<file path="src/design/gjpm_regs.svh">
// Register offsets, field positions and timing counts of the pin mux block.
`ifndef GJPM_REGS_SVH
`define GJPM_REGS_SVH
`define GJPM_PORT_A_CONTROL            16'h6f80
`define GJPM_PORT_A_QUALIFIER_SELECT_LOW  16'h6f82
`define GJPM_PORT_A_QUALIFIER_SELECT_HIGH 16'h6f84
`define GJPM_PORT_A_FUNCTION_SELECT_LOW   16'h6f86
`define GJPM_PORT_A_FUNCTION_SELECT_HIGH  16'h6f88
`define GJPM_PORT_A_DIRECTION          16'h6f8a
`define GJPM_PORT_A_PULLUP_DISABLE     16'h6f8c
`define GJPM_PORT_B_CONTROL            16'h6f90
`define GJPM_PORT_B_QUALIFIER_SELECT   16'h6f92
`define GJPM_PORT_B_FUNCTION_SELECT    16'h6f96
`define GJPM_PORT_B_DIRECTION          16'h6f9a
`define GJPM_PORT_B_PULLUP_DISABLE     16'h6f9c
`define GJPM_ANALOG_GROUP_FUNCTION_SELECT 16'h6fb6
`define GJPM_ANALOG_GROUP_DIRECTION    16'h6fba
`define GJPM_PORT_A_VALUE              16'h6fc0
`define GJPM_PORT_A_BIT_SET            16'h6fc2
`define GJPM_PORT_A_BIT_CLEAR          16'h6fc4
`define GJPM_PORT_A_BIT_INVERT         16'h6fc6
`define GJPM_PORT_B_VALUE              16'h6fc8
`define GJPM_PORT_B_BIT_SET            16'h6fca
`define GJPM_PORT_B_BIT_CLEAR          16'h6fcc
`define GJPM_PORT_B_BIT_INVERT         16'h6fce
`define GJPM_ANALOG_GROUP_VALUE        16'h6fd8
`define GJPM_ANALOG_GROUP_BIT_SET      16'h6fda
`define GJPM_ANALOG_GROUP_BIT_CLEAR    16'h6fdc
`define GJPM_ANALOG_GROUP_BIT_INVERT   16'h6fde
`define GJPM_EXT_IRQ_ONE_PIN_SELECT    16'h6fe0
`define GJPM_EXT_IRQ_TWO_PIN_SELECT    16'h6fe1
`define GJPM_EXT_IRQ_THREE_PIN_SELECT  16'h6fe2
`define GJPM_WAKE_PIN_SELECT           16'h6fe8
`define GJPM_PORT_A_PINS               32
`define GJPM_PORT_B_PINS               13
`define GJPM_ANALOG_PINS               16
`define GJPM_PIN_COUNT                 45
`define GJPM_FUNC_GPIO                 2'h0
`define GJPM_MUX_DELAY_CYCLES          2
`define GJPM_PORT_B_TDI                3
`define GJPM_PORT_B_TMS                4
`define GJPM_PORT_B_TDO                5
`define GJPM_PORT_B_TCK                6
`endif

</file>
<file path="src/design/gjpm_pkg.sv">
// Types shared by the pin mux block.
package gjpm_pkg;
  typedef struct packed {
    logic        wr;
    logic        rd;
    logic        wide;
    logic [15:0] addr;
    logic [31:0] wdata;
  } gjpm_bus_s;
  typedef struct packed {
    logic [44:0] out;
    logic [44:0] oe;
  } gjpm_pins_s;
endpackage

</file>
<file path="src/design/gjpm_pin_mux.sv">
// Pin multiplexer with GPIO registers and debug port sharing.
`timescale 1ns/100ps
`default_nettype none
`include "gjpm_regs.svh"
// What this block does
// (RQ1) Pin routes three peripherals or software GPIO.
// (RQ2) Forty-five individually configurable digital pins.
// (RQ3) Registers accept 32-bit and 16-bit accesses, except that a 16-bit read of the wake mask upper half returns its low half.
// (RQ4) Port A, port B, analog group registers.
// (RQ5) Port A function select split low/high.
// (RQ6) Per-pin qualifier select, port A split.
// (RQ7) Direction bit per pin per port.
// (RQ8) Pull-up disable bit per pin.
// (RQ9) Data, set, clear, toggle registers per port.
// (RQ10) Control registers writable only when protection open.
// (RQ11) Three interrupt pin selects from port A.
// (RQ12) Wake-up pin mask for port A.
// (RQ13) Mux and qualifier writes act two cycles later.
// (RQ14) Test reset picks debug or GPIO.
// (RQ15) Debug active hides GPIO on test pins.
// (RQ16) Five test pins, four shared with GPIO.
// (RQ17) System switches clock away during debug.
// (RQ18) Two-bit select, zero means GPIO.
// (RQ19) Software avoids reserved select codes.
// (RQ20) Write one sets, clears or inverts latch.
// (RQ21) Protected writes ignored while protection closed.
module gjpm_pin_mux
  import gjpm_pkg::*;
(
  // Clock and reset.
  input  wire logic        CORE_CLK,
  input  wire logic        SYS_RST,
  // Register bus.
  input  wire gjpm_bus_s   BUS,
  input  wire logic        PROTECTED_WRITE_ENABLE,
  output logic [31:0]      RDATA,
  // Peripheral choices, three per pin.
  input  wire logic [44:0] PERIPH_OUT [3],
  input  wire logic [44:0] PERIPH_OE [3],
  output logic [44:0]      PERIPH_IN,
  // Pins.
  input  wire logic [44:0] PIN_IN,
  output gjpm_pins_s       PIN,
  output logic [44:0]      PULLUP_ENABLE,
  output logic [47:0]      INPUT_QUALIFIER_SELECT,
  output logic [31:0]      QUALIFIER_CONTROL_A,
  output logic [31:0]      QUALIFIER_CONTROL_B,
  // Analog group.
  input  wire logic [15:0] ANALOG_IN,
  output logic [15:0]      ANALOG_OUT,
  output logic [15:0]      ANALOG_OE,
  output logic [15:0]      ANALOG_PIN_FUNCTION_SELECT,
  // Debug port sharing.
  input  wire logic        TEST_RESET,
  input  wire logic        TEST_DATA_OUT,
  output logic [3:0]       TEST_PINS_IN,
  // Interrupt and wake selects.
  output logic             EXTERNAL_INTERRUPT_ONE,
  output logic             EXTERNAL_INTERRUPT_TWO,
  output logic             EXTERNAL_INTERRUPT_THREE,
  output logic [31:0]      LOW_POWER_STATE_WAKE
);
  logic [31:0] ctrl_a, ctrl_b, qsel_a_lo, qsel_a_hi, qsel_b, fsel_a_lo, fsel_a_hi, fsel_b;
  logic [31:0] dir_a, pud_a, lat_a, fsel_ai, wake;
  logic [12:0] dir_b, pud_b, lat_b;
  logic [15:0] dir_ai, lat_ai, xsel1, xsel2, xsel3;
  logic [31:0] q_fsel_a_lo [2], q_fsel_a_hi [2], q_fsel_b [2], q_fsel_ai [2];
  logic [31:0] q_qa_lo [2], q_qa_hi [2], q_qb [2];
  logic [44:0] sync1, sync2;
  logic [1:0]  tr_sync;
  logic [15:0] ai_sync1, ai_sync2;
  logic [31:0] wmask, rd_mux;
  logic        prot_wr;
  logic [89:0] fsel_all;
  logic        debug_mode;

  // A 16-bit access touches one half word; an odd address is the upper half.
  always_comb begin
    wmask = 32'hffffffff; // RQ3
    if (!BUS.wide) begin
      wmask = BUS.addr[0] ? 32'hffff0000 : 32'h0000ffff;
    end
  end

  function automatic logic hit(input logic [15:0] a);
    hit = BUS.wr && ((BUS.addr & 16'hfffe) == a);
  endfunction

  function automatic logic [31:0] merge(input logic [31:0] old);
    logic [31:0] d;
    d = BUS.addr[0] && !BUS.wide ? {BUS.wdata[15:0], 16'h0000} : BUS.wdata;
    merge = (old & ~wmask) | (d & wmask);
  endfunction

  function automatic logic [31:0] wbits();
    wbits = merge(32'h00000000);
  endfunction

  assign prot_wr = PROTECTED_WRITE_ENABLE; // RQ10

  // Protected control registers.
  always_ff @(posedge CORE_CLK) begin
    if (SYS_RST) begin
      ctrl_a <= 32'h0;
      ctrl_b <= 32'h0;
      qsel_a_lo <= 32'h0;
      qsel_a_hi <= 32'h0;
      qsel_b <= 32'h0;
      fsel_a_lo <= 32'h0;
      fsel_a_hi <= 32'h0;
      fsel_b <= 32'h0;
      fsel_ai <= 32'h0;
      dir_a <= 32'h0;
      dir_b <= 13'h0;
      dir_ai <= 16'h0;
      pud_a <= 32'h0;
      pud_b <= 13'h0;
      xsel1 <= 16'h0;
      xsel2 <= 16'h0;
      xsel3 <= 16'h0;
      wake <= 32'h0;
    end else if (prot_wr) begin // RQ21
      if (hit(`GJPM_PORT_A_CONTROL)) ctrl_a <= merge(ctrl_a);
      if (hit(`GJPM_PORT_B_CONTROL)) ctrl_b <= merge(ctrl_b);
      if (hit(`GJPM_PORT_A_QUALIFIER_SELECT_LOW)) qsel_a_lo <= merge(qsel_a_lo); // RQ6
      if (hit(`GJPM_PORT_A_QUALIFIER_SELECT_HIGH)) qsel_a_hi <= merge(qsel_a_hi); // RQ6
      if (hit(`GJPM_PORT_B_QUALIFIER_SELECT)) qsel_b <= merge(qsel_b) & 32'h03ffffff;
      if (hit(`GJPM_PORT_A_FUNCTION_SELECT_LOW)) fsel_a_lo <= merge(fsel_a_lo); // RQ5
      if (hit(`GJPM_PORT_A_FUNCTION_SELECT_HIGH)) fsel_a_hi <= merge(fsel_a_hi); // RQ5
      if (hit(`GJPM_PORT_B_FUNCTION_SELECT)) fsel_b <= merge(fsel_b) & 32'h03ffffff;
      if (hit(`GJPM_ANALOG_GROUP_FUNCTION_SELECT)) fsel_ai <= merge(fsel_ai);
      if (hit(`GJPM_PORT_A_DIRECTION)) dir_a <= merge(dir_a); // RQ7
      if (hit(`GJPM_PORT_B_DIRECTION)) dir_b <= 13'(merge({19'h0, dir_b})); // RQ7
      if (hit(`GJPM_ANALOG_GROUP_DIRECTION)) dir_ai <= 16'(merge({16'h0, dir_ai})); // RQ7
      if (hit(`GJPM_PORT_A_PULLUP_DISABLE)) pud_a <= merge(pud_a); // RQ8
      if (hit(`GJPM_PORT_B_PULLUP_DISABLE)) pud_b <= 13'(merge({19'h0, pud_b})); // RQ8
      if (BUS.wr && BUS.addr == `GJPM_EXT_IRQ_ONE_PIN_SELECT) xsel1 <= BUS.wdata[15:0]; // RQ11
      if (BUS.wr && BUS.addr == `GJPM_EXT_IRQ_TWO_PIN_SELECT) xsel2 <= BUS.wdata[15:0]; // RQ11
      if (BUS.wr && BUS.addr == `GJPM_EXT_IRQ_THREE_PIN_SELECT) xsel3 <= BUS.wdata[15:0]; // RQ11
      if (hit(`GJPM_WAKE_PIN_SELECT)) wake <= merge(wake); // RQ12
    end
  end

  // Output latches with set, clear and toggle strobes; never protected.
  always_ff @(posedge CORE_CLK) begin
    if (SYS_RST) begin
      lat_a <= 32'h0;
      lat_b <= 13'h0;
      lat_ai <= 16'h0;
    end else begin
      if (hit(`GJPM_PORT_A_VALUE)) lat_a <= merge(lat_a); // RQ9
      else if (hit(`GJPM_PORT_A_BIT_SET)) lat_a <= lat_a | wbits(); // RQ20
      else if (hit(`GJPM_PORT_A_BIT_CLEAR)) lat_a <= lat_a & ~wbits(); // RQ20
      else if (hit(`GJPM_PORT_A_BIT_INVERT)) lat_a <= lat_a ^ wbits(); // RQ20
      if (hit(`GJPM_PORT_B_VALUE)) lat_b <= 13'(merge({19'h0, lat_b})); // RQ9
      else if (hit(`GJPM_PORT_B_BIT_SET)) lat_b <= lat_b | 13'(wbits()); // RQ20
      else if (hit(`GJPM_PORT_B_BIT_CLEAR)) lat_b <= lat_b & ~13'(wbits()); // RQ20
      else if (hit(`GJPM_PORT_B_BIT_INVERT)) lat_b <= lat_b ^ 13'(wbits()); // RQ20
      if (hit(`GJPM_ANALOG_GROUP_VALUE)) lat_ai <= 16'(merge({16'h0, lat_ai})); // RQ9
      else if (hit(`GJPM_ANALOG_GROUP_BIT_SET)) lat_ai <= lat_ai | 16'(wbits()); // RQ20
      else if (hit(`GJPM_ANALOG_GROUP_BIT_CLEAR)) lat_ai <= lat_ai & ~16'(wbits()); // RQ20
      else if (hit(`GJPM_ANALOG_GROUP_BIT_INVERT)) lat_ai <= lat_ai ^ 16'(wbits()); // RQ20
    end
  end

  // Two-stage delay line so mux and qualifier writes act two cycles later.
  always_ff @(posedge CORE_CLK) begin
    if (SYS_RST) begin
      for (int i = 0; i < `GJPM_MUX_DELAY_CYCLES; i++) begin
        q_fsel_a_lo[i] <= 32'h0; q_fsel_a_hi[i] <= 32'h0; q_fsel_b[i] <= 32'h0; q_fsel_ai[i] <= 32'h0;
        q_qa_lo[i] <= 32'h0; q_qa_hi[i] <= 32'h0; q_qb[i] <= 32'h0;
      end
    end else begin
      q_fsel_a_lo[0] <= fsel_a_lo; q_fsel_a_hi[0] <= fsel_a_hi; // RQ13
      q_fsel_b[0] <= fsel_b; q_fsel_ai[0] <= fsel_ai; // RQ13
      q_qa_lo[0] <= qsel_a_lo; q_qa_hi[0] <= qsel_a_hi; q_qb[0] <= qsel_b; // RQ13
      q_fsel_a_lo[1] <= q_fsel_a_lo[0]; q_fsel_a_hi[1] <= q_fsel_a_hi[0];
      q_fsel_b[1] <= q_fsel_b[0]; q_fsel_ai[1] <= q_fsel_ai[0];
      q_qa_lo[1] <= q_qa_lo[0]; q_qa_hi[1] <= q_qa_hi[0]; q_qb[1] <= q_qb[0];
    end
  end

  // Pin and test reset synchronisers.
  always_ff @(posedge CORE_CLK) begin
    if (SYS_RST) begin
      sync1 <= 45'h0;
      sync2 <= 45'h0;
      tr_sync <= 2'h0;
      ai_sync1 <= 16'h0;
      ai_sync2 <= 16'h0;
    end else begin
      sync1 <= PIN_IN;
      sync2 <= sync1;
      tr_sync <= {tr_sync[0], TEST_RESET};
      ai_sync1 <= ANALOG_IN;
      ai_sync2 <= ai_sync1;
    end
  end

  assign debug_mode = tr_sync[1]; // RQ14
  // The effective select is the delayed one, from the second stage only.
  assign fsel_all = {q_fsel_b[1][25:0], q_fsel_a_hi[1], q_fsel_a_lo[1]}; // RQ2

  // Per-pin routing; select zero is the latch and direction, one to three pick a peripheral.
  always_comb begin
    logic [1:0] s;
    logic [44:0] lat_all, dir_all;
    s = 2'h0;
    lat_all = {lat_b, lat_a};
    dir_all = {dir_b, dir_a};
    PIN = '0;
    for (int p = 0; p < `GJPM_PIN_COUNT; p++) begin
      s = fsel_all[2*p +: 2];
      if (s == `GJPM_FUNC_GPIO) begin // RQ18
        PIN.out[p] = lat_all[p];
        PIN.oe[p] = dir_all[p];
      end else begin
        PIN.out[p] = PERIPH_OUT[s - 2'h1][p]; // RQ1
        PIN.oe[p] = PERIPH_OE[s - 2'h1][p];
      end
    end
    if (debug_mode) begin // RQ15
      PIN.out[32 + `GJPM_PORT_B_TDI] = 1'b0; // RQ16
      PIN.oe[32 + `GJPM_PORT_B_TDI] = 1'b0; // RQ16
      PIN.out[32 + `GJPM_PORT_B_TMS] = 1'b0; // RQ16
      PIN.oe[32 + `GJPM_PORT_B_TMS] = 1'b0; // RQ16
      PIN.out[32 + `GJPM_PORT_B_TCK] = 1'b0; // RQ16
      PIN.oe[32 + `GJPM_PORT_B_TCK] = 1'b0; // RQ16
      PIN.out[32 + `GJPM_PORT_B_TDO] = TEST_DATA_OUT; // RQ16
      PIN.oe[32 + `GJPM_PORT_B_TDO] = 1'b1; // RQ16
    end
  end

  assign PERIPH_IN = sync2;
  assign TEST_PINS_IN = {sync2[32 + `GJPM_PORT_B_TCK], sync2[32 + `GJPM_PORT_B_TMS],
                         sync2[32 + `GJPM_PORT_B_TDO], sync2[32 + `GJPM_PORT_B_TDI]};
  assign PULLUP_ENABLE = ~{pud_b, pud_a}; // RQ8
  assign INPUT_QUALIFIER_SELECT = {q_qb[1][15:0], q_qa_hi[1][15:0], q_qa_lo[1][15:0]}; // RQ13
  assign QUALIFIER_CONTROL_A = ctrl_a;
  assign QUALIFIER_CONTROL_B = ctrl_b;
  assign ANALOG_OUT = lat_ai;
  assign ANALOG_OE = dir_ai;
  assign ANALOG_PIN_FUNCTION_SELECT = q_fsel_ai[1][15:0];
  assign EXTERNAL_INTERRUPT_ONE = sync2[xsel1[4:0]]; // RQ11
  assign EXTERNAL_INTERRUPT_TWO = sync2[xsel2[4:0]]; // RQ11
  assign EXTERNAL_INTERRUPT_THREE = sync2[xsel3[4:0]]; // RQ11
  assign LOW_POWER_STATE_WAKE = wake & sync2[31:0]; // RQ12

  // Read multiplexer; data registers read the synchronised pin levels.
  always_comb begin
    unique case (BUS.addr & 16'hfffe)
      `GJPM_PORT_A_CONTROL: rd_mux = ctrl_a;
      `GJPM_PORT_A_QUALIFIER_SELECT_LOW: rd_mux = qsel_a_lo;
      `GJPM_PORT_A_QUALIFIER_SELECT_HIGH: rd_mux = qsel_a_hi;
      `GJPM_PORT_A_FUNCTION_SELECT_LOW: rd_mux = fsel_a_lo;
      `GJPM_PORT_A_FUNCTION_SELECT_HIGH: rd_mux = fsel_a_hi;
      `GJPM_PORT_A_DIRECTION: rd_mux = dir_a;
      `GJPM_PORT_A_PULLUP_DISABLE: rd_mux = pud_a;
      `GJPM_PORT_B_CONTROL: rd_mux = ctrl_b;
      `GJPM_PORT_B_QUALIFIER_SELECT: rd_mux = qsel_b;
      `GJPM_PORT_B_FUNCTION_SELECT: rd_mux = fsel_b;
      `GJPM_PORT_B_DIRECTION: rd_mux = {19'h0, dir_b};
      `GJPM_PORT_B_PULLUP_DISABLE: rd_mux = {19'h0, pud_b};
      `GJPM_ANALOG_GROUP_FUNCTION_SELECT: rd_mux = fsel_ai;
      `GJPM_ANALOG_GROUP_DIRECTION: rd_mux = {16'h0, dir_ai};
      `GJPM_PORT_A_VALUE: rd_mux = sync2[31:0];
      `GJPM_PORT_B_VALUE: rd_mux = {19'h0, sync2[44:32]}; // RQ4
      `GJPM_ANALOG_GROUP_VALUE: rd_mux = {16'h0, ai_sync2}; // RQ4
      `GJPM_EXT_IRQ_ONE_PIN_SELECT: rd_mux = BUS.addr[0] ? {16'h0, xsel2} : {16'h0, xsel1};
      `GJPM_EXT_IRQ_THREE_PIN_SELECT: rd_mux = BUS.addr[0] ? 32'h0 : {16'h0, xsel3};
      `GJPM_WAKE_PIN_SELECT: rd_mux = wake;
      default: rd_mux = 32'h0;
    endcase
  end

  // Read data is registered one cycle after the read strobe.
  always_ff @(posedge CORE_CLK) begin
    if (SYS_RST) begin
      RDATA <= 32'h0;
    end else if (BUS.rd) begin
      if (!BUS.wide && BUS.addr[0] && (BUS.addr & 16'hfff0) != 16'h6fe0) RDATA <= {16'h0, rd_mux[31:16]}; // RQ3
      else RDATA <= rd_mux;
    end
  end

  a_prot_block: assert property (@(posedge CORE_CLK) disable iff (SYS_RST) // RQ21
    (BUS.wr && !PROTECTED_WRITE_ENABLE && BUS.addr == `GJPM_PORT_A_DIRECTION) |=> $stable(dir_a))
    else $error("protected register changed while closed");
  a_set: assert property (@(posedge CORE_CLK) disable iff (SYS_RST) // RQ20
    (BUS.wr && BUS.wide && BUS.addr == `GJPM_PORT_A_BIT_SET) |=> ((lat_a & $past(BUS.wdata)) == $past(BUS.wdata)))
    else $error("set did not set latch bits");
  a_clr: assert property (@(posedge CORE_CLK) disable iff (SYS_RST) // RQ20
    (BUS.wr && BUS.wide && BUS.addr == `GJPM_PORT_A_BIT_CLEAR) |=> ((lat_a & $past(BUS.wdata)) == 32'h0))
    else $error("clear did not clear latch bits");
  a_tog: assert property (@(posedge CORE_CLK) disable iff (SYS_RST) // RQ20
    (BUS.wr && BUS.wide && BUS.addr == `GJPM_PORT_A_BIT_INVERT) |=> (lat_a == ($past(lat_a) ^ $past(BUS.wdata))))
    else $error("toggle did not invert latch bits");
  a_delay: assert property (@(posedge CORE_CLK) disable iff (SYS_RST) // RQ13
    ##2 (q_fsel_a_lo[1] == $past(fsel_a_lo, 2)))
    else $error("function select not delayed two cycles");
  a_gpio: assert property (@(posedge CORE_CLK) disable iff (SYS_RST) // RQ18
    (fsel_all[1:0] == 2'h0) |-> (PIN.out[0] == lat_a[0] && PIN.oe[0] == dir_a[0]))
    else $error("pin zero not on latch in gpio mode");
  a_dbg: assert property (@(posedge CORE_CLK) disable iff (SYS_RST) // RQ15
    debug_mode |-> (PIN.oe[32 + `GJPM_PORT_B_TCK] == 1'b0 && PIN.oe[32 + `GJPM_PORT_B_TDO] == 1'b1))
    else $error("test pins not given to debug port");
  a_half: assert property (@(posedge CORE_CLK) disable iff (SYS_RST) // RQ3
    (BUS.wr && !BUS.wide && !BUS.addr[0] && BUS.addr == `GJPM_PORT_A_VALUE) |=> (lat_a[31:16] == $past(lat_a[31:16])))
    else $error("half write touched upper half");
endmodule // gjpm_pin_mux
`default_nettype wire

</file>
<file path="config.mk">
export PLATFORM = sky130hd
export DESIGN_NAME = gjpm_pin_mux
export DESIGN_NICKNAME = d
export VERILOG_FILES = /design/src/design/gjpm_pkg.sv /design/src/design/gjpm_pin_mux.sv
export VERILOG_INCLUDE_DIRS = /design/src /design/src/design
export SDC_FILE = /design/constraint.sdc
export NUM_CORES = 2
export LEC_CHECK = 0
export ABC_AREA = 1
export BUFFER_PORTS_ARGS = -buffer_cell sky130_fd_sc_hd__buf_4
export CAP_MARGIN = 40
export CELL_PAD_IN_SITES_DETAIL_PLACEMENT = 0
export CELL_PAD_IN_SITES_GLOBAL_PLACEMENT = 1
export CORE_ASPECT_RATIO = 0.75
export CORE_UTILIZATION = 44
export DETAILED_ROUTE_END_ITERATION = 10
export PLACE_DENSITY_LB_ADDON = 0.1
export REMOVE_ABC_BUFFERS = 1
export SYNTH_ARGS = -nofsm -noshare
export SYNTH_HDL_FRONTEND = slang
export SYNTH_SLANG_ARGS = --single-unit
</file>
<file path="constraint.sdc">
create_clock -name CORE_CLK -period 3 [get_ports CORE_CLK]
set_input_delay 0.15 -clock CORE_CLK [delete_from_list [all_inputs] [get_ports CORE_CLK]]
set_output_delay 0.15 -clock CORE_CLK [all_outputs]
set_load 0.005 [all_outputs]
</file>
==> results.sh <==
export IMPL_grtUsageTotal=0.399
export IMPL_worst_path_max_fanout=5
export IMPL_synth_adder_area_share=0.0458
export IMPL_worstHoldStart="BUS[2]"
export IMPL_final_nets=7679
export IMPL_die_h_um=281
export IMPL_critical_path_class="reg -> out"
export IMPL_vias=47700
export IMPL_dp_hpwl_um=166000
export IMPL_rr_worst_depth=8
export IMPL_avgSynthCellArea_um2=7.18
export IMPL_cts_root_buf="clkbuf_16"
export IMPL_yosys_area_top_type_share=0.433
export IMPL_ys_warn_count=0
export IMPL_timing_final_crit_period_ns=2.78
export IMPL_antenna_found_initial=16
export IMPL_dp_cells=8282
export IMPL_hold_depth=4
export IMPL_slew_viol_final=0
export IMPL_cts_buffers=98
export IMPL_cellPowerDensity_mw_per_mm2=513
export IMPL_io_pins=798
export IMPL_synth_edf_count=0
export IMPL_wire_per_inst_um=25.5
export IMPL_synthXorXnorAreaFrac=0
export IMPL_synth_area_mm2=0.0456
export IMPL_dieArea_mm2=0.105
export IMPL_slew_headroom=0.368
export IMPL_synth_seq_cells=987
export IMPL_drc=0
export IMPL_p_leak_uw=0.0250
export IMPL_fin_worst_skew_ns=0.0181
export IMPL_cts_tree="done"
export IMPL_synth_flop_cell="dfxtp_1"
export IMPL_rsz0062_at_grt="false"
export IMPL_drv_cap=0
export IMPL_placed_area_mm2=0.0530
export IMPL_start_kind="flip-flop"
export IMPL_pre_cts_slack_ns=-0.0780
export IMPL_yosys_area_top_type="dfxtp_1"
export IMPL_wl_um=218000
export IMPL_coreArea_mm2=0.102
export IMPL_cp_required_ns=2.85
export IMPL_first_iter_violations=7105
export IMPL_worst_slew_pin_slew_ns=0.938
export IMPL_cp_end_kind="output pin"
export IMPL_p_total_uw=29500
export IMPL_first_pass_iters=6
export IMPL_numClockSinks=987
export IMPL_fin_ws_ns=0.216
export IMPL_status="completed"
export IMPL_irDropWorstVdd_mv=0.472
export IMPL_synth_simple_area_share=0.219
export IMPL_synth_top_family_by_area="simple AND/OR/NAND/NOR gates"
export IMPL_overflow=0
export IMPL_antenna_left=0
export IMPL_synthCells=6352
export IMPL_fin_area_mm2=0.0576
export IMPL_grt_pass1_vias=43200
export IMPL_port_buffers=797
export IMPL_max_freq_mhz=359
export IMPL_fin_cells=8553
export IMPL_hold_viol_final=0
export IMPL_clock_latency_ns=0.72
export IMPL_hold_ws_ns=0.0614
export IMPL_synthDistinctLibCells=46
export IMPL_hold_path_class="in -> reg"
export IMPL_clk_pin_slew_ns=0.07
export IMPL_synthToLayoutAreaGrowth_pct=26.3
export IMPL_cts_max_level=3
export IMPL_crit_arrival_ns=2.63
export IMPL_muxShareOfSynthArea=0.00132
export IMPL_setup_viol=0
export IMPL_synthArstFlopShare=0
export IMPL_grt_pass1_wl_um=305000
export IMPL_via_per_inst=5.58
export IMPL_row_count=101
export IMPL_crit_start="q_fsel_b[0][44]"
export IMPL_ys_seq_area_frac=0.433
export IMPL_grt_max_degree=149
export IMPL_die_x_um=374
export IMPL_yosys_top_cells_area="dfxtp_1, nor2_1, inv_1"
export IMPL_drive_above_1_share=0.179
export IMPL_cts_buffer_depth=3
export IMPL_fin_crit_sh=0.928
export IMPL_place_gp_congestion=1.07
export IMPL_initial_core_util=0.447
export IMPL_synth_compound_area_frac=0.172
==> placed cells by master, fill, tap and decap left out, types with 20 or more instances in the layout <==
cell type	n
nor2_1	1004
inv_1	995
buf_4	989
dfxtp_1	985
nand2_1	684
o21ai_0	682
nand3_1	512
a21oi_1	354
ha_1	167
a31oi_1	102
clkbuf_16	99
a22oi_1	93
dlygate4sd3_1	82
a211oi_1	56
o21ai_1	54
nand4_1	44
o211ai_1	36
bufinv_16	23
nor2_2	21
inv_2	20
nor2_4	20
==> power by group <==
group	switching (µW)	internal [µW]	leakage, µW
Sequential	100	13200	0.00798
Combinational	1190	711	0.0152
Clock	5900	8430	0.00181
==> metal layers <==
layer | wire length, µm | GRT usage | vias up
li1 | - | - | 21900
met2 | 90900 | 0.586 | 2906
met5 | 202 | 0.0106 | -
met3 | 29200 | 0.130 | 403
met1 | 90500 | 0.549 | 22500
met4 | 7320 | 0.124 | 10
==> cells by family after synthesis <==
| logic type | count (synthesis) |
|---|---|
| DFF | 987 |
| AOI/OAI and AO/OA | 1420 |
| buffers and inverters | 1435 |
| muxes | 6 |
| adders and majority gates | 167 |
| and+or+nand+nor | 2337 |
==> cell type report <==
class	instances	area (µm²)
Fill cell	9901	44400
Multi-Input combinational cell	3930	20000
Sequential cell	987	19800
Timing Repair Buffer	1089	8600
Inverter	1019	3830
Clock buffer	120	2690
Tap cell	1339	1680
Clock inverter	61	1020
Antenna cell	8	20.0
==> Yosys cell counts (all sizes together), types with 93 or more instances <==
master	count
ha	167
nand2	705
nor2	1048
inv	1016
a21oi	357
clkbuf	214
dfxtp	987
a22oi	93
a31oi	102
o21ai	736
buf	202
nand3	516
==> metrics by stage <==
stage	setup TNS [ns]	util
finish	0	0.565
global route	0	0.564
CTS	0	0.564
detailed placement	-0.242	0.520
global placement	-0.220	0.520
floorplan	-540.14	-
==> critical path, cell delays in order (launching register included) <==
cell and delay [ns]:
dfxtp_1 0.47, inv_1 0.14, ha_1 0.31, inv_1 0.08
nor2_1 0.10, o21ai_0 0.08, a221oi_1 0.53, buf_4 0.21
==> repair_timing <==
action / CTS / global route
setup buffers: 0 / 0
hold buffers: 82 / 0
gates resized for setup: 0 / 2
endpoints found under the setup margin: 0 / 2
hold endpoints to repair: 211 / 0
==> path summary, 6_finish.rpt <==
| path | end | slack (ns) |
|---|---|---|
| max | PIN[83] | 0.22 |
| min | flip-flop | 0.06 |
| max reg2reg | RDATA[4] | 0.90 |
| min reg2reg | q_fsel_ai[0][45] | 0.39 |
Note: power is estimated with default switching activity, not from simulation.
